<file path="config.mk">
export PLATFORM = sky130hd
export DESIGN_NAME = bwdc_top
export DESIGN_NICKNAME = d
export VERILOG_FILES = /design/src/logic/bwdc_pkg.sv /design/src/logic/bwdc_top.sv
export SDC_FILE = /design/constraint.sdc
export NUM_CORES = 1
export LEC_CHECK = 0
export ABC_CLOCK_PERIOD_IN_PS = 5600
export BUFFER_PORTS_ARGS = -buffer_cell sky130_fd_sc_hd__buf_4
export CAP_MARGIN = 5
export CORE_MARGIN = 2
export CORE_UTILIZATION = 65
export CTS_BUF_LIST = sky130_fd_sc_hd__clkbuf_2
export CTS_CLUSTER_SIZE = 25
export DETAILED_ROUTE_END_ITERATION = 10
export GPL_ROUTABILITY_DRIVEN = 1
export PLACE_DENSITY = 0.88
export SLEW_MARGIN = 20
export SYNTH_ARGS = -nofsm -noshare
export SYNTH_HDL_FRONTEND = slang
export SYNTH_SLANG_ARGS = --single-unit
</file>
<file path="constraint.sdc">
create_clock -name hclk -period 5.6 [get_ports hclk]
set_input_delay 0.56 -clock hclk [delete_from_list [all_inputs] [get_ports hclk]]
set_output_delay 0.56 -clock hclk [all_outputs]
set_load 0.01 [all_outputs]
</file>
<file path="src/logic/bwdc_pkg.sv">
package bwdc_pkg;

   // ***************************************************************
   // register indices (byte address is four times the index)
   // ***************************************************************
   localparam logic [7:0] IDX_CLASS_CODE = 8'h09;
   localparam logic [7:0] IDX_WIN0_BASE = 8'h44;
   localparam logic [7:0] IDX_WIN0_LIMIT = 8'h48;
   localparam logic [7:0] IDX_WIN1_BASE = 8'h4C;
   localparam logic [7:0] IDX_WIN1_LIMIT = 8'h50;
   localparam logic [7:0] IDX_EXT_WINDOW_ENABLE = 8'h54;
   localparam logic [7:0] IDX_EXT_WINDOW_MAP = 8'h55;
   localparam logic [7:0] IDX_DOWNSTREAM_CTRL = 8'h56;
   localparam logic [7:0] IDX_UPSTREAM_CTRL = 8'h57;
   localparam int ADDR_LSB = 2;

   // ***************************************************************
   // field positions and reset values
   // ***************************************************************
   localparam int DS_SUB_EN_BIT = 0;
   localparam int DS_NEG_EN_BIT = 1;
   localparam int DS_SUB_SLOW_BIT = 2;
   localparam int US_SUB_EN_BIT = 0;
   localparam int US_SUB_SLOW_BIT = 1;
   localparam logic [1:0] EXT_WINDOW_ENABLE_RST = 2'h0;
   localparam logic [1:0] EXT_WINDOW_MAP_RST = 2'h0;
   localparam logic [2:0] DOWNSTREAM_CTRL_RST = 3'h6;
   localparam logic [1:0] UPSTREAM_CTRL_RST = 2'h0;
   localparam logic [31:0] WIN_REG_RST = 32'h0000_0000;
   localparam logic [31:0] MEM_LIMIT_FILL = 32'h0000_0FFC;
   localparam logic [31:0] MEM_BASE_MASK = 32'hFFFF_F003;
   localparam logic [31:0] IO_BASE_MASK = 32'hFFFF_FFFC;
   localparam logic [1:0] WTYPE_MEM_NONPREF = 2'h0;
   localparam logic [1:0] WTYPE_MEM_PREF = 2'h1;

   // ***************************************************************
   // claim timing, in clocks after the frame starts
   // ***************************************************************
   localparam logic [2:0] SLOT_NORMAL = 3'h3;
   localparam logic [2:0] SLOT_SLOW = 3'h4;

   // subtractive claim sequencer states
   typedef enum logic [1:0] {
      BWDC_IDLE = 2'b01,
      BWDC_WAIT = 2'b10
   } bwdc_state_t;

   // one bus transaction as seen by the decoder
   typedef struct packed {
      logic start;
      logic io;
      logic [31:0] addr;
   } bwdc_txn_t;

   // claim answers for one bus
   typedef struct packed {
      logic pos_claim;
      logic sub_claim;
   } bwdc_claim_t;

endpackage

</file>
<file path="src/logic/bwdc_top.sv">
// Our own choice: the AHB-Lite register port.
module bwdc_top #(
   parameter logic [1:0] UP_CTRL_RESET = bwdc_pkg::UPSTREAM_CTRL_RST,
   parameter logic [6:0] CLASS_CODE_UPPER = 7'h02 // arbitrary value
) (
   // clock and reset
   input wire logic hclk,
   input wire logic hresetn,
   // register bus
   input wire logic hsel,
   input wire logic [31:0] haddr,
   input wire logic [1:0] htrans,
   input wire logic hwrite,
   input wire logic [2:0] hsize,
   input wire logic [31:0] hwdata,
   input wire logic hready,
   output logic hreadyout,
   output logic hresp,
   output logic [31:0] hrdata,
   // upstream bus cycles
   input wire bwdc_pkg::bwdc_txn_t up_txn,
   input wire logic up_claimed_other,
   output bwdc_pkg::bwdc_claim_t up_claim,
   // downstream bus cycles
   input wire bwdc_pkg::bwdc_txn_t dn_txn,
   input wire logic dn_claimed_other,
   output bwdc_pkg::bwdc_claim_t dn_claim,
   // status
   output logic class_sub_flag
);

   // ***************************************************************
   // functions
   // ***************************************************************

   // window hit test shared by both buses and both windows
   function automatic logic win_hit(input logic [31:0] base, input logic [31:0] limit,
                                    input logic [31:0] addr, input logic io);
      logic [31:0] lo;
      logic [31:0] hi;
      logic win_io;
      lo = base & bwdc_pkg::IO_BASE_MASK;
      hi = limit | 32'h0000_0003;
      win_io = limit[1];
      if (!win_io) begin
         lo = base & bwdc_pkg::MEM_BASE_MASK & bwdc_pkg::IO_BASE_MASK;
         hi = limit | bwdc_pkg::MEM_LIMIT_FILL | 32'h0000_0003;
      end
      win_hit = (io == win_io) && (addr >= lo) && (addr <= hi);
   endfunction

   // claim slot picked by the speed bit
   function automatic logic [2:0] claim_slot(input logic slow);
      claim_slot = slow ? bwdc_pkg::SLOT_SLOW : bwdc_pkg::SLOT_NORMAL;
   endfunction

   // ***************************************************************
   // registers
   // ***************************************************************
   logic [1:0] win_en_reg;
   logic [1:0] win_map_reg;
   logic [2:0] dn_ctrl_reg;
   logic [1:0] up_ctrl_reg;
   logic [31:0] win_base_reg [2];
   logic [31:0] win_limit_reg [2];

   // bus slave state
   logic wr_pend_reg;
   logic rd_pend_reg;
   logic [7:0] idx_reg;
   logic [31:0] rd_next;
   logic [7:0] acc_idx;
   logic acc_take;

   assign acc_take = hsel && hready && htrans[1];
   assign acc_idx = haddr[bwdc_pkg::ADDR_LSB +: 8];

   // ***************************************************************
   // ahb-lite slave
   // ***************************************************************

   // capture the address phase; reads get one wait state so the read
   // always sees a write that finished in the cycle before
   always_ff @(posedge hclk or negedge hresetn) begin
      if (!hresetn) begin
         wr_pend_reg <= 1'b0;
         rd_pend_reg <= 1'b0;
         idx_reg <= 8'h00;
      end else if (hreadyout) begin
         wr_pend_reg <= acc_take && hwrite;
         rd_pend_reg <= acc_take && !hwrite;
         idx_reg <= (haddr[31:10] == 22'h000000) ? acc_idx : 8'hFF;
      end else begin
         rd_pend_reg <= 1'b0;
      end
   end

   // wait flag: high for exactly the first data cycle of a read
   logic rd_wait_reg;
   always_ff @(posedge hclk or negedge hresetn) begin
      if (!hresetn) begin
         rd_wait_reg <= 1'b0;
      end else begin
         rd_wait_reg <= hreadyout && acc_take && !hwrite;
      end
   end

   assign hreadyout = !rd_wait_reg;
   assign hresp = 1'b0;

   // read mux; unmapped offsets read as zero
   always_comb begin
      rd_next = 32'h0000_0000;
      unique case (idx_reg)
         bwdc_pkg::IDX_CLASS_CODE: rd_next = {24'h000000, CLASS_CODE_UPPER, up_ctrl_reg[0]};
         bwdc_pkg::IDX_WIN0_BASE: rd_next = win_base_reg[0];
         bwdc_pkg::IDX_WIN0_LIMIT: rd_next = win_limit_reg[0];
         bwdc_pkg::IDX_WIN1_BASE: rd_next = win_base_reg[1];
         bwdc_pkg::IDX_WIN1_LIMIT: rd_next = win_limit_reg[1];
         bwdc_pkg::IDX_EXT_WINDOW_ENABLE: rd_next = {30'h0, win_en_reg};
         bwdc_pkg::IDX_EXT_WINDOW_MAP: rd_next = {30'h0, win_map_reg};
         bwdc_pkg::IDX_DOWNSTREAM_CTRL: rd_next = {29'h0, dn_ctrl_reg};
         bwdc_pkg::IDX_UPSTREAM_CTRL: rd_next = {30'h0, up_ctrl_reg};
         default: rd_next = 32'h0000_0000;
      endcase
   end

   // read data register, loaded during the wait cycle
   always_ff @(posedge hclk or negedge hresetn) begin
      if (!hresetn) begin
         hrdata <= 32'h0000_0000;
      end else if (rd_pend_reg) begin
         hrdata <= rd_next;
      end
   end

   // decode control writes; reserved bits are never stored
   always_ff @(posedge hclk or negedge hresetn) begin
      if (!hresetn) begin
         win_en_reg <= bwdc_pkg::EXT_WINDOW_ENABLE_RST;
         win_map_reg <= bwdc_pkg::EXT_WINDOW_MAP_RST;
         dn_ctrl_reg <= bwdc_pkg::DOWNSTREAM_CTRL_RST;
         up_ctrl_reg <= UP_CTRL_RESET;
      end else if (wr_pend_reg) begin
         if (idx_reg == bwdc_pkg::IDX_EXT_WINDOW_ENABLE) begin
            win_en_reg <= hwdata[1:0];
         end
         if (idx_reg == bwdc_pkg::IDX_EXT_WINDOW_MAP) begin
            win_map_reg <= hwdata[1:0];
         end
         if (idx_reg == bwdc_pkg::IDX_DOWNSTREAM_CTRL) begin
            dn_ctrl_reg <= hwdata[2:0];
         end
         if (idx_reg == bwdc_pkg::IDX_UPSTREAM_CTRL) begin
            up_ctrl_reg <= hwdata[1:0];
         end
      end
   end

   // window base and limit writes; base low bits read as zero
   always_ff @(posedge hclk or negedge hresetn) begin
      if (!hresetn) begin
         win_base_reg[0] <= bwdc_pkg::WIN_REG_RST;
         win_base_reg[1] <= bwdc_pkg::WIN_REG_RST;
         win_limit_reg[0] <= bwdc_pkg::WIN_REG_RST;
         win_limit_reg[1] <= bwdc_pkg::WIN_REG_RST;
      end else if (wr_pend_reg) begin
         if (idx_reg == bwdc_pkg::IDX_WIN0_BASE) begin
            win_base_reg[0] <= hwdata & bwdc_pkg::IO_BASE_MASK;
         end
         if (idx_reg == bwdc_pkg::IDX_WIN1_BASE) begin
            win_base_reg[1] <= hwdata & bwdc_pkg::IO_BASE_MASK;
         end
         if (idx_reg == bwdc_pkg::IDX_WIN0_LIMIT) begin
            win_limit_reg[0] <= hwdata;
         end
         if (idx_reg == bwdc_pkg::IDX_WIN1_LIMIT) begin
            win_limit_reg[1] <= hwdata;
         end
      end
   end

   assign class_sub_flag = up_ctrl_reg[bwdc_pkg::US_SUB_EN_BIT];

   // ***************************************************************
   // positive and negative decode
   // ***************************************************************
   logic [1:0] up_hit;
   logic [1:0] dn_hit;
   logic up_pos;
   logic dn_in_down_win;
   logic dn_in_excl_win;
   logic dn_pos;
   logic dn_neg_en;

   // per-window hits, gated by the enable bits
   always_comb begin
      for (int w = 0; w < 2; w++) begin
         up_hit[w] = win_en_reg[w] && win_hit(win_base_reg[w], win_limit_reg[w],
                                             up_txn.addr, up_txn.io);
         dn_hit[w] = win_en_reg[w] && win_hit(win_base_reg[w], win_limit_reg[w],
                                             dn_txn.addr, dn_txn.io);
      end
   end

   assign dn_neg_en = dn_ctrl_reg[bwdc_pkg::DS_NEG_EN_BIT];
   // upstream side claims only included windows
   assign up_pos = |(up_hit & ~win_map_reg);
   // downstream views of the same windows
   assign dn_in_down_win = |(dn_hit & ~win_map_reg);
   assign dn_in_excl_win = |(dn_hit & win_map_reg);
   // never send up what the upstream side would send down
   assign dn_pos = !dn_in_down_win && (dn_neg_en || dn_in_excl_win);

   // ***************************************************************
   // claim sequencers
   // ***************************************************************
   bwdc_pkg::bwdc_state_t up_state_reg;
   bwdc_pkg::bwdc_state_t dn_state_reg;
   logic [2:0] up_cnt_reg;
   logic [2:0] dn_cnt_reg;
   logic [2:0] up_slot_reg;
   logic [2:0] dn_slot_reg;

   // upstream: positive claim right after the frame start, else
   // subtractive claim at the chosen slot if nobody else answered
   always_ff @(posedge hclk or negedge hresetn) begin
      if (!hresetn) begin
         up_state_reg <= bwdc_pkg::BWDC_IDLE;
         up_cnt_reg <= 3'h0;
         up_slot_reg <= bwdc_pkg::SLOT_NORMAL;
         up_claim <= '0;
      end else begin
         up_claim <= '0;
         unique case (up_state_reg)
            bwdc_pkg::BWDC_IDLE: begin
               if (up_txn.start) begin
                  if (up_pos) begin
                     up_claim.pos_claim <= 1'b1;
                  end else if (up_ctrl_reg[bwdc_pkg::US_SUB_EN_BIT]) begin
                     up_state_reg <= bwdc_pkg::BWDC_WAIT;
                     // the start cycle is cycle 0 and the claim is registered, so count from 2
                     up_cnt_reg <= 3'h2;
                     up_slot_reg <= claim_slot(up_ctrl_reg[bwdc_pkg::US_SUB_SLOW_BIT]);
                  end
               end
            end
            bwdc_pkg::BWDC_WAIT: begin
               // another agent answering ends the wait without a claim
               if (up_claimed_other) begin
                  up_state_reg <= bwdc_pkg::BWDC_IDLE;
               end else if (up_cnt_reg == up_slot_reg) begin
                  up_claim.sub_claim <= 1'b1;
                  up_state_reg <= bwdc_pkg::BWDC_IDLE;
               end else begin
                  up_cnt_reg <= up_cnt_reg + 3'h1;
               end
            end
         endcase
      end
   end

   // downstream: same shape; negative decode claims at once, the
   // subtractive path waits for its slot
   always_ff @(posedge hclk or negedge hresetn) begin
      if (!hresetn) begin
         dn_state_reg <= bwdc_pkg::BWDC_IDLE;
         dn_cnt_reg <= 3'h0;
         dn_slot_reg <= bwdc_pkg::SLOT_SLOW;
         dn_claim <= '0;
      end else begin
         dn_claim <= '0;
         unique case (dn_state_reg)
            bwdc_pkg::BWDC_IDLE: begin
               if (dn_txn.start) begin
                  if (dn_pos) begin
                     dn_claim.pos_claim <= 1'b1;
                  end else if (dn_ctrl_reg[bwdc_pkg::DS_SUB_EN_BIT] && !dn_in_down_win) begin
                     dn_state_reg <= bwdc_pkg::BWDC_WAIT;
                     dn_cnt_reg <= 3'h2; // claim lands in cycle slot after the start
                     dn_slot_reg <= claim_slot(dn_ctrl_reg[bwdc_pkg::DS_SUB_SLOW_BIT]);
                  end
               end
            end
            bwdc_pkg::BWDC_WAIT: begin
               if (dn_claimed_other) begin
                  dn_state_reg <= bwdc_pkg::BWDC_IDLE;
               end else if (dn_cnt_reg == dn_slot_reg) begin
                  dn_claim.sub_claim <= 1'b1;
                  dn_state_reg <= bwdc_pkg::BWDC_IDLE;
               end else begin
                  dn_cnt_reg <= dn_cnt_reg + 3'h1;
               end
            end
         endcase
      end
   end

endmodule

</file>
* Word-level counts from Yosys, hierarchy flattened *
Cells that the tools add are included.

storage, ports and cells
  flip-flop bits (word level) = 196
  bits of input ports = 144

cells by class
  add/subtract/negate cells = 2
  $lt $le $gt $ge = 8
  eq/ne operators = 31
  multiplexer cells = 45
  bitwise logic cells = 6
  reductions and logical operators = 42

operators by type and width
  kind                                           number
  case mux 32 bit (9 select lines)               1
  greater-or-equal comparator 32 bit             4
  less-or-equal comparator 32 bit                4
  == test 8 x 7 -> 1 bit, second input constant  8
  two-way mux 12 bit                             4
  two-way mux 3 bit                              12
  logical NOT 22 bit                             1
  logical AND 1 bit                              20
  two-way mux 2 bit                              10
  != test 2 bit, second input constant           10
  AND reduction 2 bit                            8
  AND reduction 4 bit                            4
  two-way mux 1 bit                              13
  case mux 3 bit (2 select lines)                2
  AND reduction 5 bit                            2
  == test 8 x 4 -> 1 bit, second input constant  1
  two-way mux 8 bit                              1
  case mux 2 bit (2 select lines)                2
  adder 3 x 1 -> 3 bit, second input constant    2
  bitwise AND 2 bit                              3
  == test 3 bit                                  2
  != test 3 bit, second input constant           2
  OR reduction 2 bit                             3
  == test 1 bit                                  4
  6 further kinds                                11

* Longest topological paths before layout *
Gate-level depths: netlist of run 1.

  depth in word-level cells = 13
  mapped depth = 12
  gate-level depth less buffers = 10

* Worst setup path before layout of run 1 *
Ideal clock, no wire load.

  path kind = register to register
  start = reg win_limit_reg[33] (netlist name)
  end = reg up_slot_reg[2]
  library setup time = 125 ps
  arrival time = 3411 ps
  path slack = 2064 ps
  stages on the path, launching flop included = 13
  clock period less this slack = 3536 ps
  cells stage by stage = dfrtp_1 -> clkbuf_1 -> clkbuf_1 -> and2_1 -> ha_1 -> nor4bb_1 -> o311a_1 -> a2111oi_2 -> o211ai_1 -> a221o_1 -> a221oi_2 -> or3b_1 -> mux2_4

between the ends
  word-level cells in the longest chain between the ends = 9
  elaborated cells on any way between the ends = 12
  classes of those cells = order compare (2); eq/ne (1); mux (2); bitwise (2); reduce/logical (5)

RTL lines
  item                                    line             text
  start: declaration                      bwdc_top.sv:65   logic [31:0] win_limit_reg [2];
  two-way mux 12 bit                      bwdc_top.sv:45   if (!win_io) begin
  greater-or-equal comparator 32 bit      bwdc_top.sv:49   win_hit = (io == win_io) && (addr >= lo) && (addr <= hi);
  logical AND 1 bit                       bwdc_top.sv:49
  logical AND 1 bit *                     bwdc_top.sv:49
  logical AND 1 bit *                     bwdc_top.sv:199  up_hit[w] = win_en_reg[w] && win_hit(win_base_reg[w], win_limit_reg[w],
  bitwise AND 2 bit *                     bwdc_top.sv:208  assign up_pos = |(up_hit & ~win_map_reg);
  OR reduction 2 bit *                    bwdc_top.sv:208
  inverter 1 bit (no source line) *       --
  AND reduction 4 bit (no source line) *  --
  end signal: assignment                  bwdc_top.sv:231  up_slot_reg <= bwdc_pkg::SLOT_NORMAL;
  end signal: assignment                  bwdc_top.sv:244  up_slot_reg <= claim_slot(up_ctrl_reg[bwdc_pkg::US_SUB_SLOW_BIT]);
  end: declaration                        bwdc_top.sv:222  logic [2:0] up_slot_reg;

Every way passes the cells marked *; elsewhere a longest branch is shown, timed or not.
A chain may end at the register's enable or synchronous reset.

* Final worst setup path of run 1 *
  start = reg win_limit_reg[1] (netlist name)
  end = reg dn_slot_reg[2]

between the ends
  word-level cells in the longest chain between the ends = 11
  elaborated cells on any way between the ends = 18
  classes of those cells = order compare (2); eq/ne (1); mux (2); bitwise (3); reduce/logical (10)

RTL lines
  item                                                   line                              text
  two-way mux 12 bit                                     bwdc_top.sv:45
  greater-or-equal comparator 32 bit                     bwdc_top.sv:49
  logical AND 1 bit                                      bwdc_top.sv:49
  logical AND 1 bit *                                    bwdc_top.sv:49
  logical AND 1 bit *                                    bwdc_top.sv:201                   dn_hit[w] = win_en_reg[w] && win_hit(win_base_reg[w], win_limit_reg[w],
  bitwise AND 2 bit (on tied branches)                   bwdc_top.sv:210, bwdc_top.sv:211
  OR reduction 2 bit (on tied branches)                  bwdc_top.sv:210, bwdc_top.sv:211
  logical NOT 1 bit or logical OR 1 bit (tied branches)  bwdc_top.sv:213, bwdc_top.sv:278
  logical AND 1 bit                                      bwdc_top.sv:213                   assign dn_pos = !dn_in_down_win && (dn_neg_en || dn_in_excl_win);
  inverter 1 bit (no source line)                        --
  AND reduction 4 bit (no source line) *                 --
  end signal: assignment                                 bwdc_top.sv:269                   dn_slot_reg <= bwdc_pkg::SLOT_SLOW;
  end signal: assignment                                 bwdc_top.sv:281                   dn_slot_reg <= claim_slot(dn_ctrl_reg[bwdc_pkg::DS_SUB_SLOW_BIT]);
  end: declaration                                       bwdc_top.sv:223                   logic [2:0] dn_slot_reg;

Marks and branches as above.

==> results by group, run 1 <==
Run status
  • Outcome: completed

Run
  • Max Cap Viol: 0

Critical path
  • Crit path DAT: 4.92 ns
  • Most used cell, CP: nand2_1
  • CP Data Required Time: 6.41 ns
  • R2r startpoint: win_limit_reg[1]$_DFFE_PN0P_
  • Crit path max fanout: 26
  • Worst Setup End Kind: flop
  • Startpoint types: flop
  • Slowest cell on the critical path: dfrtp_1
  • R2R setup slack: 1.49 ns
  • FF-to-FF End: dn_slot_reg[2]$_DFFE_PN1P_
  • Kind of critical path: flop to flop
  • Slowest Stage Delay on Critical Path: 1.00 ns
  • Worst R2R Path Depth: 10
  • Crit-path cells: nand2_1, ha_1, nand2_1, nor4_1, o311ai_0, a2111oi_0, or4b_2, a32oi_1, nand4_1, mux2_2

Synth
  • Commonest cells post-synth: ha_1 (238), dfrtp_1 (188), inv_1 (134), mux2_2 (133), a21oi_1 (79)
  • Synthesis Warnings: 0
  • Async SR Flop Fraction: between 90% and 100%
  • Synth area leader: dfrtp_1
  • Most area-consuming cells after synthesis: dfrtp_1 (34%), ha_1 (21%), mux2_2 (11%)
  • Synth Area in Adders: 21.3%
  • Count of cell types in the netlist: 72
  • Largest family of logic cells by synthesized area: adder cells
  • Simple-gate share of the synthesized area: between 10% and 20%
  • Synth Area in Compound Gates: between 15 and 20%
  • Xor and xnor area share after synthesis: 0.688%
  • Seq/Total Area, Yosys: 34.7%
  • Post-synthesis mux area share: 11.2%
  • Synth Net Count: 1764
  • Flops & latches, synth: 194
  • Syn Area/Cell: 10.1 um^2
  • Mapped Cells: approximately 1400
  • EDFF count, synth: 0
  • Synth top area share: about 34%
  • Most numerous cell in the Yosys netlist: ha_1
  • Synthesized area: 14000 um^2
  • Primary FF master, synth: dfrtp_1

STA
  • RSZ-0062 raised after global routing: no
  • Setup_tns: 0 ns
  • Highest clock rate: 243 MHz
  • Final cycle utilization of the critical path: 73.3%
  • Worst-Margin Slew: 1.10 ns
  • Max Transition Viols Final: 0
  • Clk_skew: 0.0623 ns
  • Slew HR: 26.5%
  • Final setup fails: 0
  • Final min period: 4.11 ns
  • Hold Vio Cnt, Final: 0

Route
  • DRC: 0
  • DRT iter0 DRCs: approximately 940
  • Mean routed wirelength per cell: 22.0 um
  • Remaining antenna violation count after routing: 0
  • Via density per instance: 6.53
  • Final WL: 41400 um
  • DR pass1 iterations: 6
  • Vias: about 12000

Global routing
  • Met3 usage: 6.08%
  • Antenna violations before repair: 1
  • GR Util All Layers: 37.3%
  • GRT busiest layer: met2
  • Met2 usage: 62.1%
  • Remaining Overflow, GRT: 0
  • GR Util met1: between 40 and 50%
  • Vias in the first global route: roughly 13000
  • First-pass GRT wire length: about 65000 um
  • Largest net degree at the start of global routing: about 130

Layout
  • Area growth, synth to finish: 16.7%
  • Core Util, Final: 77.5%
  • Net count reported at finish: 1976
  • Layout cells sized above 1: a little under a quarter
  • Post-route cell area: 16300 um^2
  • Number of flip-flops in the largest register: between 60 and 70

CTS
  • CTS clk-pin slew, worst paths: between 0.3 and 0.4 ns
  • Max Root-Sink Buffers: 2
  • Num CTS Buffers: 17
  • Root Driver: clkbuf_2
  • Post_cts resized: 0
  • # clock sinks: 194
  • CTS tree: built
  • Worst-Skew Late Latency: 0.84 ns
  • H-tree Lvls: 4

Power and ir drop
  • IR drop worst, VDD: ~0.00013 V
  • Tot Pwr: 3070 uW
  • Power Dens Cells: 188 nW/um^2
  • Leakage: 0.00783 uW

Placed design
  • Dpl cell area: 15600 um^2
  • GP Congestion: 0.949
  • Port Buffers: between 150 and 200
  • Post-DP HPWL: 30600 um

Floorplan
  • Die Y: 151 um
  • Die Wd: 151 um
  • Die Footprint: 22700 um^2
  • Initial core utilization: 66.4%
  • I/O pins: 183
  • Placeable Area: 21100 um^2
  • Row cnt: 53

Worst hold path
  • Hold Crit Class: primary input to async pin
[report_power, final]
group          internal (uW)  switching, uW  leakage [uW]  total [uW]
Sequential              1500           77.8       0.00233        1580
Clock                    136            556      0.000130         692
Combinational            372            434       0.00537         806
[critical path: cells and delay by family (launching register included)]
kind,cells,cell delay [ns]
AND/OR/NAND/NOR,5,1.24
AO/OA/AOI/OAI,3,1.21
flip-flops,1,1.00
adder cells (fa/ha/maj),1,0.34
multiplexers,1,0.32
[metrics by stage]
step,setup slack (ns),hold WS (ns),cells
2_1_floorplan,2.06,0.264,1382
3_3_place_gp,1.58,0.471,1799
3_5_place_dp,1.53,0.470,1799
4_1_cts,1.53,0.212,1882
5_1_grt,1.28,0.226,1883
6_report,1.49,0.203,1883
[logic make-up (layout without fill, tap and decap cells)]
group / after synthesis / count (layout)
XOR/XNOR: 11 / 11
AO/OA/AOI/OAI: 325 / 325
AND/OR/NAND/NOR: 297 / 297
flip-flops: 194 / 194
buffers and inverters: 177 / 402
other: 1 / 2
adder cells (fa/ha/maj): 238 / 238
multiplexers: 139 / 139
[how the worst max path moves through the flow]
stage / startpoint / to / slack [ns] / cells past startpoint
floorplan: win_limit_reg[33]$_DFFE_PN0P_ / up_slot_reg[2]$_DFFE_PN0P_ / 2.06 / 12
global placement: win_limit_reg[1]$_DFFE_PN0P_ / dn_slot_reg[2]$_DFFE_PN1P_ / 1.58 / 10
detailed placement: win_limit_reg[1]$_DFFE_PN0P_ / dn_slot_reg[2]$_DFFE_PN1P_ / 1.53 / 10
CTS: win_limit_reg[1]$_DFFE_PN0P_ / dn_slot_reg[2]$_DFFE_PN1P_ / 1.53 / 10
global route: win_limit_reg[1]$_DFFE_PN0P_ / dn_slot_reg[2]$_DFFE_PN1P_ / 1.28 / 10
finish: win_limit_reg[1]$_DFFE_PN0P_ / dn_slot_reg[2]$_DFFE_PN1P_ / 1.49 / 10
[layout by cell type (no fill, tap or decap), types with 10 or more instances in the layout]
| cell type | instances |
|---|---|
| clkbuf_2 | 18 |
| dfrtp_1 | 188 |
| nor2_1 | 34 |
| a31oi_1 | 10 |
| nor2b_1 | 32 |
| a21oi_1 | 79 |
| nand4_1 | 47 |
| o22ai_1 | 34 |
| xnor2_1 | 10 |
| nor4_1 | 14 |
| a222oi_1 | 30 |
| inv_1 | 134 |
| nand2b_1 | 10 |
| o21ai_0 | 40 |
| a21boi_0 | 31 |
| nand2_1 | 75 |
| a21o_1 | 31 |
| buf_4 | 182 |
| ha_1 | 238 |
| a211oi_1 | 10 |
| dlygate4sd3_1 | 51 |
| nor3_1 | 16 |
| nand3_1 | 24 |
| mux2_2 | 133 |
[layer usage]
layer | up-vias | routed length [um]
met2 | 641 | 19700
met4 | 0 | 1580
met3 | 125 | 3430
met5 | - | 0
met1 | 5928 | 16700
li1 | 5605 | -
[timing repair]
| item | CTS | global route |
|---|---|---|
| endpoints found under the hold margin | 211 | 0 |
| hold buffers | 51 | 0 |
| buffers inserted | 0 | 0 |
[layout make-up]
cell class	instances	area [um^2]
multi-input combinational	1011	8510
fill	1392	4740
timing repair buffer	235	1910
tap	275	344
clock inverter	14	121
clock buffer	18	90.1
inverter	135	507
sequential	194	4860
antenna	1	2.50
Power figures use the tool's default switching activity.
==> inputs of run 2 (changes only) <==
Settings changed: ABC_AREA set to 1, ABC_CLOCK_PERIOD_IN_PS 5600 to 3590, CORE_UTILIZATION 65 to 55, PLACE_DENSITY 0.88 to 0.79.
Clock period 5.6 ns to 3.59 ns, I/O delays scaled along.
==> run 2 against run 1 <==
- area after synthesis rose by 1.7%
- clock power increased by 78%
- sequential power up 47%
- largest power group unchanged
- fmax up 36%
- critical endpoint is now up_claim[1]$_DFF_PN0_
- worst setup slack got worse by 0.92 ns
- die area up 20%
- combinational power rose by 0.5%
- cell count grew 28%
- wire length grew 1.7%
- count of clock-buffer cells in the layout fell by 1
==> results by group, run 2 <==
STA
  • Final setup fails: 0
  • Final min period: 3.01 ns
  • Slack of the critical path: ~0.58 ns
  • Clk_skew: 0.0474 ns
  • Final cycle utilization of the critical path: roughly 84%
  • Hold Vio Cnt, Final: 0
  • RSZ-0062 raised after global routing: no
  • Setup_tns: 0 ns
  • Highest clock rate: ~330 MHz
  • Max Transition Viols Final: 0
  • Worst-Margin Slew: 0.805 ns
  • Slew HR: 46.4%

Synth
  • Primary FF master, synth: dfrtp_1
  • EDFF count, synth: 0
  • Count of cell types in the netlist: 48
  • Most area-consuming cells after synthesis: dfrtp_1 (33%), ha_1 (21%), nand2_1 (13%)
  • Mapped Cells: 1845
  • Async SR Flop Fraction: 100%
  • Synthesis Warnings: 0
  • Synth top area share: 33.0%
  • Synth Net Count: approximately 2200
  • Seq/Total Area, Yosys: 34.1%
  • Commonest cells post-synth: nand2_1 (482), ha_1 (238), inv_1 (212), dfrtp_1 (188), o21ai_0 (179)
  • Flops & latches, synth: 194
  • Synth area leader: dfrtp_1
  • Synthesized area: approximately 14000 um^2
  • Most numerous cell in the Yosys netlist: nand2_1
  • Syn Area/Cell: 7.72 um^2

Power and ir drop
  • Power Dens Cells: 260 nW/um^2
  • IR drop worst, VDD: 0.000192 V
  • Clock power frac: ~28%
  • Leakage: 0.00999 uW
  • Net Sw Power: 1450 uW
  • Comb pwr share: 18.5%
  • Sw frac: approximately 33%
  • Sequential Power Share: 53.3%
  • P_int: 2920 uW

Critical path
  • Kind of critical path: flop to flop
  • Worst Setup End Kind: flop
  • Startpoint types: flop
  • CP Data Required Time: 4.34 ns
  • Crit path DAT: about 3.8 ns
  • Most used cell, CP: nand2_1
  • Crit-path cells: inv_1, nor2_1, ha_1, nand2_1, nor3_1, nand2_1, nand2_1, nand2_1, nand2_1, nand2_1, nand2_2, a21oi_1, dlygate4sd3_1
  • Slowest Stage Delay on Critical Path: approximately 0.55 ns
  • R2R setup slack: 0.58 ns
  • Crit path max fanout: 12
  • Slowest cell on the critical path: dlygate4sd3_1

Floorplan
  • Die Y: 165 um
  • I/O pins: 183
  • Row cnt: 58
  • Placeable Area: 25300 um^2
  • Die Wd: 165 um
  • Die Footprint: between 20000 and 30000 um^2
  • Initial core utilization: ~56%

Global routing
  • GR Util All Layers: 31.5%
  • Largest net degree at the start of global routing: 100
  • Vias in the first global route: approximately 13000
  • Antenna violations before repair: 1
  • Remaining Overflow, GRT: 0
  • First-pass GRT wire length: 66500 um

Layout
  • Most frequent cells in the layout: nand2_1 (480), ha_1 (238), inv_1 (211), buf_4 (191), dfrtp_1 (188)
  • Flip-flop and latch area: slightly below 5000 um^2
  • Fill cells: approximately 2200
  • Commonest non-fill, non-tap cell in the layout: nand2_1
  • Number of flip-flops in the largest register: 64
  • Layout cells sized above 1: 13.0%
  • Area growth, synth to finish: 18.0%
  • Footprint of the multi-input gates: 8370 um^2
  • Net count reported at finish: about 2400
  • Post-route cell area: approximately 17000 um^2

Route
  • Mean routed wirelength per cell: 17.5 um
  • Vias: about 14000
  • DR pass1 iterations: 8
  • Via density per instance: 5.63
  • Remaining antenna violation count after routing: 0
  • DRT iter0 DRCs: 1035
  • Final WL: 42100 um
  • DRC: 0

CTS
  • H-tree Lvls: 4
  • Worst-Skew Late Latency: 0.83 ns
  • Post-CTS setup buffer count: 0
  • Max Root-Sink Buffers: 2
  • Root Driver: clkbuf_2
  • # clock sinks: ~190
  • CTS clk-pin slew, worst paths: roughly 0.34 ns
  • Num CTS Buffers: 17
  • CTS tree: built

Placed design
  • Dpl cell area: 16000 um^2
  • Port Buffers: 175
  • Pre-CTS setup slack: 0.803 ns
  • Post-DP HPWL: 32900 um
  • GP Congestion: 0.938

Worst hold path
  • Hold Crit Class: primary input to async pin

Run status
  • Outcome: completed

Run
  • Max Cap Viol: 0
run 2: cell count changes in the layout (fill, tap and decap cells not counted), sizes merged, moves of 20 or more:
cell and change:
a21oi +36, nor2 +71, a21o -20, nor2b -32, o21ai +174, nand2 +415, inv +84, nand3 +32
mux2 -134, a222oi -30, a21boi -31
run 2: critical path: cells and delay by family, from the launching register on:
family | cells | cell delay [ns]
and+or+nand+nor | 9 | 1.07
buffers and inverters | 2 | 0.94
DFF | 1 | 0.53
adders and majority gates | 1 | 0.32
AOI/OAI and AO/OA | 1 | 0.07
run 2: logic make-up after synthesis:
family,after synthesis,synth area share (%)
AOI/OAI and AO/OA,412,15.8
xor gates and xnor gates,5,0.308
adders and majority gates,238,20.9
buffers and inverters,268,7.16
DFF,194,34.1
other,1,0.0263
and+or+nand+nor,727,21.6
run 2: power groups by stage:
stage | sequential (uW) | combinational [uW] | clock (uW)
floorplan | 2350 | 421 | 0
global placement | 2360 | 726 | 0
detailed placement | 2360 | 762 | 0
CTS | 2330 | 811 | 1250
global route | 2340 | 914 | 1310
finish | 2330 | 810 | 1230
run 2: metal layers:
| layer | track usage, % | share of wire (%) | vias to the layer above |
|---|---|---|---|
| li1 | - | - | 6672 |
| met1 | 41.5 | 43 | 6290 |
| met2 | 54.2 | 47 | 527 |
| met3 | 4.12 | 6.4 | 81 |
| met4 | 9.57 | 2.8 | 0 |
| met5 | 0 | 0 | - |
run 2: final timing paths:
check | startpoint | end | cells past startpoint
setup / recovery | win_limit_reg[1]$_DFFE_PN0P_ | up_claim[1]$_DFF_PN0_ | 13
hold / removal | hresetn | win_limit_reg[8]$_DFFE_PN0P_ | 2
setup reg to reg | win_limit_reg[1]$_DFFE_PN0P_ | up_claim[1]$_DFF_PN0_ | 13
hold reg to reg | up_slot_reg[1]$_DFFE_PN1P_ | up_slot_reg[1]$_DFFE_PN1P_ | 2
max in group asynchronous | hresetn | win_limit_reg[59]$_DFFE_PN0P_ | 3
min in group hclk | up_txn[32] | up_state_reg[0]$_DFFE_PN1P_ | 6
run 2: what timing repair did:
action / 4_1_cts / 5_1_grt
hold buffers: 58 / 0
gates resized for setup: 0 / 0
endpoints found under the hold margin: 258 / 0
run 2: stage by stage:
step | power (uW) | hold slack, ns | cells | util, %
6_report | 4370 | 0.114 | 2412 | 66.4
5_1_grt | 4560 | 0.102 | 2412 | 66.4
4_1_cts | 4380 | 0.0544 | 2410 | 66.3
3_5_place_dp | 3120 | 0.466 | 2320 | 63.0
3_3_place_gp | 3080 | 0.461 | 2320 | 63.0
2_1_floorplan | 2770 | 0.0634 | 1845 | -
run 2: layout make-up:
type	count	area share, %
well taps	330	2.46
diodes	2	0.0298
clock buffers	17	0.506
flip-flops and latches	194	28.9
repair buffers	252	12.3
inverters	219	4.89
clock inverters	15	1.10
multi-input cells	1383	49.8
==> inputs of run 3 (changes only) <==
Settings changed: ABC_CLOCK_PERIOD_IN_PS 3590 to 2900, CORE_UTILIZATION 55 to 61, PLACE_DENSITY 0.79 to 0.83.
Clock period 3.59 ns to 2.9 ns, I/O delays scaled along.
==> run 3 against run 2 <==
- clock power up 28%
- via count up 3.1%
- design area up 1.8%
- critical path depth unchanged
- total power up 25%
- count of clock-buffer cells in the layout unchanged
- global-route usage up 3.8 points
- first-iteration DRC count up 6.9%
- flip-flop and latch count unchanged
- non-clock buffer count up 15
- combinational power up 27%
- sequential share of layout area down 0.51 points
- critical endpoint unchanged
- largest cell class unchanged
- highest routed layer unchanged
==> results by group, run 3 (synthesized netlist as in run 2, its figures left out) <==
Worst hold path
  • Hold Crit Class: primary input to flop

Route
  • Final WL: 43200 um
  • DR pass1 iterations: 6
  • DRT iter0 DRCs: 1106
  • Via density per instance: between 5 and 6
  • Vias: 13991
  • Remaining antenna violation count after routing: 0
  • DRC: 0
  • Mean routed wirelength per cell: roughly 18 um

CTS
  • # clock sinks: 194
  • CTS tree: built
  • Worst-Skew Late Latency: approximately 0.84 ns
  • H-tree Lvls: 4
  • Max Root-Sink Buffers: 2
  • Root Driver: clkbuf_2
  • Num CTS Buffers: 17
  • CTS clk-pin slew, worst paths: 0.37 ns

Critical path
  • Slowest Stage Delay on Critical Path: roughly 0.56 ns
  • CP Data Required Time: 3.72 ns
  • Crit path DAT: between 3 and 4 ns
  • Kind of critical path: flop to flop
  • Crit path max fanout: 5
  • Startpoint types: flop
  • Crit-path cells: clkinvlp_4, buf_12, nor2_2, ha_1, a21oi_1, o21a_1, nand3_1, nand2_1, nand2_1, o21ai_2, nand3_2, a21oi_1, dlygate4sd3_1
  • Buffers & Inverters on Critical Path: 3
  • Worst Setup End Kind: flop
  • CP delay by family, top: buffers and inverters
  • Slowest cell on the critical path: dlygate4sd3_1

Layout
  • Layout cells sized above 1: ~15%
  • Post-route insts no fill: 2411
  • Net count reported at finish: between 2000 and 2500
  • Footprint of the multi-input gates: 8460 um^2
  • Number of flip-flops in the largest register: 64
  • Core Util, Final: 75.2%
  • Area growth, synth to finish: 20.2%
  • Flip-flop and latch area: 4860 um^2
  • Fill cells: approximately 1800
  • Post-route cell area: 17100 um^2
  • Most frequent cells in the layout: nand2_1 (480), ha_1 (238), inv_1 (209), buf_4 (198), dfrtp_1 (186)
  • Commonest non-fill, non-tap cell in the layout: nand2_1

Global routing
  • Vias in the first global route: 13479
  • Remaining Overflow, GRT: 0
  • First-pass GRT wire length: a little under 70000 um
  • Largest net degree at the start of global routing: 49
  • Antenna violations before repair: 2
  • GR Util All Layers: 35.3%

STA
  • Final cycle utilization of the critical path: 97.2%
  • Worst-Margin Slew: 0.559 ns
  • Clk_skew: 0.0647 ns
  • Final setup fails: 0
  • Max Transition Viols Final: 0
  • Setup_tns: 0 ns
  • Final min period: 2.82 ns
  • Highest clock rate: between 300 and 400 MHz
  • Slew HR: between 60 and 70%
  • Hold Vio Cnt, Final: 0
  • Smallest hold slack: 0.0868 ns

Placed design
  • Port Buffers: ~180
  • Post-DP HPWL: between 30000 and 40000 um
  • GP Congestion: 0.962
  • DP Cell Count: 2307
  • Dpl cell area: approximately 16000 um^2

Floorplan
  • Die Y: around 160 um
  • Initial core utilization: 62.5%
  • Die Footprint: 24600 um^2
  • Placeable Area: 22800 um^2
  • Row cnt: 55
  • Die Wd: 157 um
  • I/O pins: ~180

Power and ir drop
  • Power Dens Cells: 320 nW/um^2
  • IR drop worst, VDD: 0.000327 V
  • Leakage: ~0.010 uW

Run status
  • Outcome: completed

Run
  • Max Cap Viol: 0
run 3: cell types whose count changed in the layout (fill, tap and decap cells not counted), sizes merged, moves of 2 or more:
cell / previous run / this run
inv: 226 / 223
clkinvlp: 2 / 5
dlygate4sd3: 58 / 60
buf: 193 / 206
clkinv: 5 / 8
run 3: cell type report:
type | instances | share of cell area (%)
antenna | 1 | 0.0146
sequential | 194 | 28.4
timing repair buffer | 267 | 13.2
multi-input combinational | 1383 | 49.4
clock inverter | 15 | 1.26
clock buffer | 17 | 0.497
tap | 313 | 2.29
inverter | 219 | 4.85
timing repair inverter | 2 | 0.0877
run 3: metrics by stage:
stage,total power [uW],setup WS [ns]
after floorplan,3430,0.544
after global placement,3810,0.314
after detailed placement,3860,0.190
after CTS,5480,0.0225
after global routing,5730,-0.0480
final,5480,0.0803
run 3: timing repair:
item                                    in CTS  in global routing
hold buffers                                61                  0
hold endpoints to repair                   355                  0
endpoints found under the setup margin       0                  2
gates resized for setup                      0                 34
setup buffers                                0                  8
run 3: where the power goes:
group	total, uW	internal, uW	switching (uW)	leakage (uW)
registers	2880	2810	67.8	0.00195
logic	1030	440	586	0.00797
clock network	1570	347	1220	0.000164
total	5480	3600	1880	0.0101
run 3: metal layers:
layer | routed length [um] | vias to the layer above | global-route usage (%)
li1 | - | 6715 | -
met4 | 1420 | 0 | 12.7
met2 | 20600 | 646 | 61.2
met1 | 17600 | 6515 | 45.1
met5 | 0 | - | 0
met3 | 3490 | 115 | 4.65
run 3: worst paths after layout:
path | startpoint | endpoint | slack, ns | cells past startpoint
max | win_limit_reg[33]$_DFFE_PN0P_ | up_claim[1]$_DFF_PN0_ | 0.08 | 13
min | dn_claimed_other | dn_claim[0]$_DFF_PN0_ | 0.09 | 3
max reg2reg | win_limit_reg[33]$_DFFE_PN0P_ | up_claim[1]$_DFF_PN0_ | 0.08 | 13
min reg2reg | dn_slot_reg[2]$_DFFE_PN1P_ | dn_slot_reg[2]$_DFFE_PN1P_ | 0.50 | 2
max in group asynchronous | hresetn | win_base_reg[62]$_DFFE_PN0P_ | 1.82 | 4
min in group asynchronous | hresetn | win_limit_reg[21]$_DFFE_PN0P_ | 0.43 | 3
run 3: worst min-delay path, stage by stage:
cell and delay (ns):
dlygate4sd3_1 0.53, buf_4 0.11, nor3_1 0.04
